### config.mk
export PLATFORM = sky130hd
export DESIGN_NAME = llcb_controller
export DESIGN_NICKNAME = d
export VERILOG_FILES = /design/src/pkg/llcb_pkg.sv /design/src/core/llcb_serial_rx.sv /design/src/core/llcb_controller.sv
export SDC_FILE = /design/constraint.sdc
export NUM_CORES = 2
export LEC_CHECK = 0
export BUFFER_PORTS_ARGS = -buffer_cell sky130_fd_sc_hd__buf_2
export CAP_MARGIN = 10
export CORE_AREA = 2 2 302 423
export CTS_CLUSTER_SIZE = 20
export DETAILED_ROUTE_END_ITERATION = 12
export DIE_AREA = 0 0 304 425
export GPL_TIMING_DRIVEN = 0
export HOLD_SLACK_MARGIN = 0.08
export PLACE_DENSITY = 0.64
export SLEW_MARGIN = 10
export SYNTH_ARGS = -nofsm -noshare
export SYNTH_HDL_FRONTEND = slang
export SYNTH_SLANG_ARGS = --single-unit
### constraint.sdc
create_clock -name sys_clk -period 30.6 [get_ports sys_clk]
set_input_delay 3.06 -clock sys_clk [delete_from_list [all_inputs] [get_ports sys_clk]]
set_output_delay 3.06 -clock sys_clk [all_outputs]
set_load 0.005 [all_outputs]
### src/pkg/llcb_pkg.sv
// Package: widths, constants and state encoding for the load-line / current-balance PID block
package llcb_pkg;
    // ------------------------------------------------------------
    // Widths
    // ------------------------------------------------------------
    localparam int PHASES = 6;
    localparam int CUR_W = 8;
    localparam int ERR_W = 6;
    localparam int GAIN_W = 8;
    localparam int CODE_W = 6;
    localparam int OFS_W = 4;
    localparam int ACC_W = 20;
    localparam int COMP_W = 10;
    localparam int RAMP_W = 10;
    localparam int LPF_SHIFT = 3;
    localparam int BAL_SHIFT = 2;
    localparam int SUM_W = CUR_W + 3;
    // ------------------------------------------------------------
    // Setpoint: offset steps of 3.125 mV, at most 50 mV (16 steps)
    // ------------------------------------------------------------
    localparam real OFS_STEP_MV = 3.125;
    localparam real OFS_MAX_MV = 50.0;
    localparam logic [4:0] OFS_MAX_STEPS = 5'(int'(OFS_MAX_MV / OFS_STEP_MV));
    localparam logic [CODE_W-1:0] CODE_1V000 = 6'h23;
    localparam logic [CODE_W-1:0] CODE_OFF_A = 6'h3F;
    localparam logic [CODE_W-1:0] CODE_OFF_B = 6'h3E;
    // ------------------------------------------------------------
    // Timing: master oscillator and sampling clock
    // ------------------------------------------------------------
    localparam real MASTER_OSC_MHZ = 133.33;
    localparam real SYS_CLK_MHZ = 40.0;
    localparam int SERIAL_BITS = CUR_W;
    // ------------------------------------------------------------
    // Reset values, limits and state encoding
    // ------------------------------------------------------------
    localparam logic [COMP_W-1:0] COMP_RESET = 10'h000;
    localparam logic [RAMP_W-1:0] RAMP_RESET = 10'h000;
    localparam logic signed [ACC_W-1:0] ACC_MAX = 20'sh7FFFF;
    localparam logic signed [ACC_W-1:0] ACC_MIN = -20'sh80000;
    localparam logic [COMP_W-1:0] COMP_MAX = 10'h3FF;
    typedef enum logic [1:0] {
        ST_LOAD = 2'b00,
        ST_RUN = 2'b01,
        ST_BAL = 2'b10
    } llcb_state_t;
endpackage

### src/core/llcb_serial_rx.sv
// Serial receiver: three-flop synchroniser and shift register for one current sample line
module llcb_serial_rx
    import llcb_pkg::*;
(
    input wire logic sys_clk,
    input wire logic rst,
    input wire logic serClk,
    input wire logic serData,
    input wire logic serFrame,
    output logic [llcb_pkg::CUR_W-1:0] sample,
    output logic sampleValid
);
    logic [2:0] clkSync_reg;
    logic [2:0] datSync_reg;
    logic [2:0] frmSync_reg;
    logic [CUR_W-1:0] shift_reg;
    logic [3:0] bitCnt_reg;
    logic clkLvl_reg;
    logic datLvl_reg;
    logic frmLvl_reg;
    // A level counts only once the second and third flops agree; idle levels are low
    wire clkAgree = clkSync_reg[1] == clkSync_reg[2];
    wire clkRise = clkAgree & clkSync_reg[2] & ~clkLvl_reg;
    wire datNow = (datSync_reg[1] == datSync_reg[2]) ? datSync_reg[2] : datLvl_reg;
    wire frmNow = (frmSync_reg[1] == frmSync_reg[2]) ? frmSync_reg[2] : frmLvl_reg;
    wire frameOn = frmNow;
    wire lastBit = bitCnt_reg == 4'(SERIAL_BITS - 1);

    always_ff @(posedge sys_clk) begin
        if (rst) begin
            clkSync_reg <= 3'h0;
            datSync_reg <= 3'h0;
            frmSync_reg <= 3'h0;
            shift_reg <= '0;
            bitCnt_reg <= 4'h0;
            clkLvl_reg <= 1'b0;
            datLvl_reg <= 1'b0;
            frmLvl_reg <= 1'b0;
            sample <= '0;
            sampleValid <= 1'b0;
        end else begin
            clkLvl_reg <= clkAgree ? clkSync_reg[2] : clkLvl_reg;
            datLvl_reg <= datNow;
            frmLvl_reg <= frmNow;
            clkSync_reg <= {clkSync_reg[1:0], serClk};
            datSync_reg <= {datSync_reg[1:0], serData};
            frmSync_reg <= {frmSync_reg[1:0], serFrame};
            sampleValid <= 1'b0;
            if (!frameOn) begin
                bitCnt_reg <= 4'h0;
            end else if (clkRise) begin
                // Msb first; the word is taken when the last bit arrives
                shift_reg <= {shift_reg[CUR_W-2:0], datNow};
                bitCnt_reg <= lastBit ? 4'h0 : bitCnt_reg + 4'h1;
                if (lastBit) begin
                    sample <= {shift_reg[CUR_W-2:0], datNow};
                    sampleValid <= 1'b1;
                end
            end
        end
    end
endmodule

### src/core/llcb_controller.sv
// Load-line, current balance and PID compensator for a six-phase digital PWM
// Summary of operation
// - Sum phase currents, scale by load-line gain, low-pass filter, add to error.
// - Setpoint offset 0 to 46.875 mV in 3.125 mV steps (4-bit input, 15 steps at most).
// - Load-line slope programmed separately from the offset.
// - Setpoint chosen by a 5- or 6-bit voltage code.
// - Code 100011 selects 1.000 V at zero load.
// - All loop timing comes from one master oscillator.
// - Average current is the sum of active channels over their count.
// - Imbalance is sample minus average, filtered, corrects that channel.
// - Corrected level compared with a sawtooth ramp gives pulse width.
// - PID terms weighted by three gains form the compensation.
// - Gains come from nonvolatile storage, loaded right after reset release.
// - Compensation drives a six-phase digital pulse width modulator.
module llcb_controller
    import llcb_pkg::*;
(
    input wire logic sys_clk,
    input wire logic rst,
    input wire logic [llcb_pkg::PHASES-1:0] curSerClk,
    input wire logic [llcb_pkg::PHASES-1:0] curSerData,
    input wire logic [llcb_pkg::PHASES-1:0] curSerFrame,
    input wire logic [llcb_pkg::PHASES-1:0] phaseActive,
    input wire logic signed [llcb_pkg::ERR_W-1:0] errorWord,
    input wire logic errorValid,
    input wire logic [llcb_pkg::CODE_W-1:0] voltageSetpointCode,
    input wire logic codeSixBit,
    input wire logic [llcb_pkg::OFS_W-1:0] loadLineOffset,
    input wire logic [llcb_pkg::GAIN_W-1:0] loadLineGain,
    input wire logic [llcb_pkg::GAIN_W-1:0] nvProportionalGain,
    input wire logic [llcb_pkg::GAIN_W-1:0] nvIntegralGain,
    input wire logic [llcb_pkg::GAIN_W-1:0] nvDerivativeGain,
    output logic [llcb_pkg::PHASES-1:0] pulseOut,
    output logic [llcb_pkg::COMP_W-1:0] compLevel,
    output logic [llcb_pkg::CODE_W-1:0] targetCode,
    output logic [4:0] targetOffsetSteps,
    output logic outputOff,
    output logic [llcb_pkg::CUR_W-1:0] averagePhaseCurrent,
    output logic gainsLoaded
);
    // ------------------------------------------------------------
    // Types, state and storage
    // ------------------------------------------------------------
    typedef logic signed [ACC_W-1:0] llcb_acc_t;
    llcb_state_t state_reg;
    logic [GAIN_W-1:0] proportionalGain_reg;
    logic [GAIN_W-1:0] integralGain_reg;
    logic [GAIN_W-1:0] derivativeGain_reg;
    logic [CUR_W-1:0] sampleHold_reg [PHASES];
    logic [PHASES-1:0] sampleSeen_reg;
    llcb_acc_t loadLineFilt_reg;
    llcb_acc_t integ_reg;
    llcb_acc_t prevErr_reg;
    logic signed [ACC_W-1:0] balFilt_reg [PHASES];
    logic [RAMP_W-1:0] ramp_reg;
    logic [CUR_W-1:0] sample [PHASES];
    logic [PHASES-1:0] sampleValid;

    // ------------------------------------------------------------
    // Helper functions
    // ------------------------------------------------------------
    function automatic llcb_acc_t sat_add(input llcb_acc_t a, input llcb_acc_t b);
        logic signed [ACC_W:0] s;
        s = {a[ACC_W-1], a} + {b[ACC_W-1], b};
        if (s > (ACC_W+1)'(ACC_MAX)) sat_add = ACC_MAX;
        else if (s < (ACC_W+1)'(ACC_MIN)) sat_add = ACC_MIN;
        else sat_add = s[ACC_W-1:0];
    endfunction

    function automatic logic [COMP_W-1:0] to_level(input llcb_acc_t v);
        llcb_acc_t sh;
        sh = v >>> 4;
        if (sh < 0) to_level = '0;
        else if (sh > llcb_acc_t'(COMP_MAX)) to_level = COMP_MAX;
        else to_level = sh[COMP_W-1:0];
    endfunction

    // ------------------------------------------------------------
    // Serial receivers, one per phase
    // ------------------------------------------------------------
    genvar g;
    generate
        for (g = 0; g < PHASES; g++) begin : gRx
            llcb_serial_rx uRx (
                .sys_clk(sys_clk),
                .rst(rst),
                .serClk(curSerClk[g]),
                .serData(curSerData[g]),
                .serFrame(curSerFrame[g]),
                .sample(sample[g]),
                .sampleValid(sampleValid[g])
            );
        end
    endgenerate

    // ------------------------------------------------------------
    // Setpoint decode
    // ------------------------------------------------------------
    // In 5-bit mode the extra low bit is forced to one; code 100011 means 1.000 V
    wire [CODE_W-1:0] codeEff = codeSixBit ? voltageSetpointCode : {voltageSetpointCode[5:1], 1'b1};
    wire codeIsOff = (codeEff == CODE_OFF_A) || (codeEff == CODE_OFF_B);
    wire [4:0] ofsSteps = {1'b0, loadLineOffset} > OFS_MAX_STEPS ? OFS_MAX_STEPS : {1'b0, loadLineOffset};

    // ------------------------------------------------------------
    // Sum of all channels, sum and average of active channels
    // ------------------------------------------------------------
    logic [SUM_W-1:0] activeSum;
    logic [SUM_W-1:0] totalSum;
    logic [2:0] activeCount;
    always_comb begin
        activeSum = '0;
        totalSum = '0;
        activeCount = 3'h0;
        for (int i = 0; i < PHASES; i++) begin
            totalSum = totalSum + SUM_W'(sampleHold_reg[i]);
            if (phaseActive[i]) begin
                activeSum = activeSum + SUM_W'(sampleHold_reg[i]);
                activeCount = activeCount + 3'h1;
            end
        end
    end
    // Division by a small count; a divider is cheap here and avoids a reciprocal table
    wire [SUM_W-1:0] avgWide = activeCount == 3'h0 ? '0 : activeSum / SUM_W'(activeCount);
    wire [CUR_W-1:0] avgCur = avgWide[CUR_W-1:0];
    wire allSeen = (sampleSeen_reg & phaseActive) == phaseActive && phaseActive != '0;

    // ------------------------------------------------------------
    // Load line term and PID
    // ------------------------------------------------------------
    wire llcb_acc_t loadLineRaw = llcb_acc_t'(totalSum) * llcb_acc_t'({1'b0, loadLineGain});
    wire llcb_acc_t loadLineStep = (loadLineRaw - loadLineFilt_reg) >>> LPF_SHIFT;
    wire llcb_acc_t ofsTerm = llcb_acc_t'({1'b0, ofsSteps}) <<< 4;
    wire llcb_acc_t errEff = (llcb_acc_t'(errorWord) <<< 4) + (loadLineFilt_reg >>> 4) + ofsTerm;
    wire llcb_acc_t pTerm = errEff * llcb_acc_t'({1'b0, proportionalGain_reg});
    wire llcb_acc_t iStep = errEff * llcb_acc_t'({1'b0, integralGain_reg});
    wire llcb_acc_t dTerm = (errEff - prevErr_reg) * llcb_acc_t'({1'b0, derivativeGain_reg});
    wire llcb_acc_t integNext = sat_add(integ_reg, iStep >>> 4);
    wire llcb_acc_t pidSum = sat_add(sat_add(pTerm, integNext), dTerm);
    wire [COMP_W-1:0] compNext = to_level(pidSum);

    // ------------------------------------------------------------
    // Control state and loop registers
    // ------------------------------------------------------------
    always_ff @(posedge sys_clk) begin
        if (rst) begin
            state_reg <= ST_LOAD;
            proportionalGain_reg <= '0;
            integralGain_reg <= '0;
            derivativeGain_reg <= '0;
            gainsLoaded <= 1'b0;
        end else begin
            case (state_reg)
                ST_LOAD: begin
                    // Gains taken from nonvolatile storage right after reset release
                    proportionalGain_reg <= nvProportionalGain;
                    integralGain_reg <= nvIntegralGain;
                    derivativeGain_reg <= nvDerivativeGain;
                    gainsLoaded <= 1'b1;
                    state_reg <= ST_RUN;
                end
                ST_RUN: state_reg <= allSeen ? ST_BAL : ST_RUN;
                ST_BAL: state_reg <= ST_RUN;
                default: state_reg <= ST_LOAD;
            endcase
        end
    end

    always_ff @(posedge sys_clk) begin
        if (rst) begin
            loadLineFilt_reg <= '0;
            integ_reg <= '0;
            prevErr_reg <= '0;
            compLevel <= COMP_RESET;
        end else if (errorValid && state_reg != ST_LOAD) begin
            loadLineFilt_reg <= loadLineFilt_reg + loadLineStep;
            integ_reg <= integNext;
            prevErr_reg <= errEff;
            compLevel <= compNext;
        end
    end

    // ------------------------------------------------------------
    // Per-phase sample capture, balance filter and ramp compare
    // ------------------------------------------------------------
    generate
        for (g = 0; g < PHASES; g++) begin : gPh
            wire signed [ACC_W-1:0] imbalance = ACC_W'(sampleHold_reg[g]) - ACC_W'(avgCur);
            wire signed [ACC_W-1:0] balStep = (imbalance - balFilt_reg[g]) >>> BAL_SHIFT;
            wire signed [ACC_W-1:0] corrected = llcb_acc_t'({1'b0, compLevel}) - (balFilt_reg[g] <<< 2);
            wire [COMP_W-1:0] phaseLevel = to_level(corrected <<< 4);
            // Each phase ramp is staggered by one sixth of the period
            wire [RAMP_W-1:0] phaseRamp = ramp_reg + RAMP_W'((g * (1 << RAMP_W)) / PHASES);
            always_ff @(posedge sys_clk) begin
                if (rst) begin
                    sampleHold_reg[g] <= '0;
                    sampleSeen_reg[g] <= 1'b0;
                    balFilt_reg[g] <= '0;
                    pulseOut[g] <= 1'b0;
                end else begin
                    if (sampleValid[g]) begin
                        sampleHold_reg[g] <= sample[g];
                    end
                    // A sample that lands in the balance cycle opens the next round
                    if (sampleValid[g]) begin
                        sampleSeen_reg[g] <= 1'b1;
                    end else if (state_reg == ST_BAL) begin
                        sampleSeen_reg[g] <= 1'b0;
                    end
                    if (state_reg == ST_BAL) begin
                        balFilt_reg[g] <= phaseActive[g] ? balFilt_reg[g] + balStep : '0;
                    end
                    pulseOut[g] <= phaseActive[g] && !codeIsOff && phaseLevel > phaseRamp;
                end
            end
        end
    endgenerate

    // ------------------------------------------------------------
    // Sawtooth ramp and status outputs
    // ------------------------------------------------------------
    always_ff @(posedge sys_clk) begin
        if (rst) begin
            ramp_reg <= RAMP_RESET;
            targetCode <= '0;
            targetOffsetSteps <= 5'h00;
            outputOff <= 1'b1;
            averagePhaseCurrent <= '0;
        end else begin
            ramp_reg <= ramp_reg + 10'h001;
            targetCode <= codeEff;
            targetOffsetSteps <= ofsSteps;
            outputOff <= codeIsOff;
            if (state_reg == ST_BAL) begin
                averagePhaseCurrent <= avgCur;
            end
        end
    end
endmodule

==> summary.md <==
| Metric | Value |
|---|---|
| Status | `completed` |
| CTS Root Cell | `clkbuf_16` |
| Most common cell in the synthesized netlist | `inv_1` |
| Cts bufs inserted | `56` |
| Total grt overflow | `0` |
| Routed len/inst | `17.80 um` |
| FF+latch area | `11,610 um^2` |
| Placed Instances | `a little over 8,000` |
| Vias/cell | `roughly 5.3` |
| Startpoint Class | `primary input` |
| Vias in the first global route | `45,610` |
| EDFF count, synth | `168` |
| Non-filler cells, final | `8,397` |
| Clk slew on worst S/H paths | `0.07 ns` |
| Drt initial violations | `2,091` |
| Clock skew | `0.04646 ns` |
| Layout cell share with drive strength beyond 1 | `7.087%` |
| Max reg flops | `120` |
| DIE AREA | `129,200 um^2` |
| Crit Path Max Fanout | `10` |
| Area share of the largest cell type after synthesis | `17.56%` |
| Die height | `425 um` |
| Synth area leader | `ha_1` |
| Final hold vios | `0` |
| CTS tree | `yes` |
| Synthesized cell area | `56,150 um^2` |
| Min Tclk post-route | `29.40 ns` |
| FP Rows | `154` |
| Pin count of the biggest net entering global routing | `67` |
| F_max | `0.03401 GHz` |
| XOR/XNOR Fraction of Synth Area | `8.245%` |
| Slew Viols, Final | `0` |
| Synth cell count leaders | `inv_1 (841), ha_1 (788), nand2_1 (508)` |
| Mux cell area share after synthesis | `around 2.1%` |
| # diodes | `0` |
| Worst hold path class | `reg2reg` |
| Slowest stage cell, crit path | `fa_1` |
| Slew @ Worst Pin | `approximately 1.3 ns` |
| Synth Area in Adders | `31.25%` |
| Initial antenna violation count | `2` |
| Routability cong. | `0.9647` |
| Final nets | `7,946` |
| Number of fill cells | `11,860` |
| Critical Path RT | `31.03 ns` |
| Compound-Gate Fraction of Synth Area | `15.05%` |
| Final HPWL DP | `120.2 mm` |
| Synth Register Bits | `496` |
| Area Growth Syn to Fin | `10.43%` |
| YS warnings | `0` |
| First-pass GRT wire length | `237.2 mm` |
| Avg Cell Area, Syn | `8.675 um^2` |
| Synth cell types | `about 110` |
| Hold Buf Count CTS | `0` |
| H-tree depth | `2` |
| Antenna Nets Post-Route | `0` |
| Seq/Total Area, Yosys | `around a fifth` |
| Initial Util | `44.76%` |
| Crit path DAT | `29.83 ns` |
| Die W | `just over 300 um` |
| Total Routing Usage GR | `22.99%` |
| I/O pins | `between 100 and 150` |
| Slowest stage delay, CP | `0.48 ns` |
| Worst setup EP type | `flop` |
| DRC | `0` |
| Final setup vio count | `0` |
| Async S/R FF share, synth | `0%` |
| Clk buf depth | `3` |
| # port buffers | `109` |
| Routed Wire Length | `about 150 mm` |
| Worst-skew pair later-pin latency | `0.71 ns` |
| Post-Syn Nets | `~7,700` |
| # clock sinks | `496` |
| Vias | `roughly 45,000` |
| Largest cells by area after synthesis | `ha_1 (18%), fa_1 (13%), dfxtp_1 (12%), edfxtp_1 (9.0%), xnor2_1 (6.2%)` |
| Mapped Cells | `6,473` |
| Drt pass-1 iters | `5` |
| Worst slew margin | `around 16%` |
| Ys flop type | `dfxtp_1` |
| Main combinational cell family by area after synthesis | `adder cells` |
| Footprint of the multi-input gates | `41,490 um^2` |
| Critical path's most frequent cell | `o21a_1` |
| Hold slack | `0.4359 ns` |
| Total of max-cap violations | `0` |
| Fin crit share | `96.08%` |
| Core area | `about 130,000 um^2` |
| Synthesized-area fraction occupied by and/or/nand/nor cells | `15.89%` |
| Kind of critical path | `in2reg` |
==> final timing paths <==
kind	from	endpoint	slack, ns	cells after the start
worst min-delay path	gRx[1].uRx.clkSync_reg[0]	gRx[1].uRx.clkSync_reg[1]	0.44	1
worst max register to register	sampleHold_reg[0][0]	balFilt_reg[1][19]	3.34	137
worst min register to register	gRx[1].uRx.clkSync_reg[0]	gRx[1].uRx.clkSync_reg[1]	0.44	1
worst max-delay path	phaseActive[0]	balFilt_reg[1][19]	1.20	139
==> cell type report <==
class / count / share of cell area [%]
Timing Repair Buffer: 181 / 1.806
Clock inverter: 39 / 0.5973
Multi-Input combinational cell: 4981 / 66.91
Buffer: 148 / 0.9726
Clock buffer: 67 / 2.546
Sequential cell: 496 / 18.73
Tap cell: 1638 / 3.305
Inverter: 847 / 5.135
==> stage by stage <==
| stage | utilization (%) | setup WS [ns] | instance area (um^2) | TNS, ns |
|---|---|---|---|---|
| floorplan | - | 1.048 | 56150 | 0 |
| global placement | 46.83 | -4.591 | 58750 | -302.75 |
| detailed placement | 46.91 | -4.715 | 58850 | -329.02 |
| CTS | 48.89 | 0.002661 | 61320 | 0 |
| global route | 49.43 | -0.2212 | 62010 | -1.457 |
| finish | 49.43 | 1.199 | 62010 | 0 |
==> layout by cell type (no fill, tap or decap), types with 16 or more instances in the layout <==
cell type  count
inv_1        839
ha_1         778
nand2_1      506
nor2_1       484
a21oi_1      420
xnor2_1      393
fa_1         370
dfxtp_1      328
and2_1       313
o21bai_1     197
o21ai_0      176
nor2b_1      168
edfxtp_1     168
a21o_1       145
clkbuf_1     133
xor2_1       122
o21a_1       116
buf_2        112
mux2i_1      100
nand2b_1      85
nor3_1        77
buf_4         72
clkbuf_16     61
a21boi_0      40
nand3_1       36
a21oi_2       35
nand4_1       34
maj3_1        26
and3_1        25
o21ai_1       21
a31oi_1       21
a211oi_1      18
or2_2         18
o211ai_1      16
==> cell families (layout without fill, tap and decap cells) <==
group,count (synthesis),count (layout)
simple gates,1830,1831
compound gates,1321,1321
fa+ha+maj,1185,1185
buf+inv,997,1282
xor+xnor,526,526
flops,496,496
mux,117,117
other cells,1,1
==> timing repair <==
| action | CTS | global route |
|---|---|---|
| pin swaps | 19 | 59 |
| setup buffers | 29 | 39 |
| setup endpoints to repair | 116 | 70 |
| gates resized for setup | 70 | 100 |
| gates cloned | 1 | 0 |
==> critical path: cells and delay by family <==
family / cells / cell delay [ns]
AND/OR/NAND/NOR: 36 / 6.36
buffers and inverters: 9 / 1.21
adder cells (fa/ha/maj): 21 / 6.11
multiplexers: 7 / 1.86
AO/OA/AOI/OAI: 60 / 10.24
XOR/XNOR: 6 / 1.01
==> routing by layer <==
metal	GRT usage (%)	wire length, um
met4	11.39	8298
met3	2.499	4846
met1	25.60	59530
met2	43.25	76780
met5	0	7
Power is not shown: default switching activity piles up to over one toggle a cycle in this logic, so the estimate is an artifact.
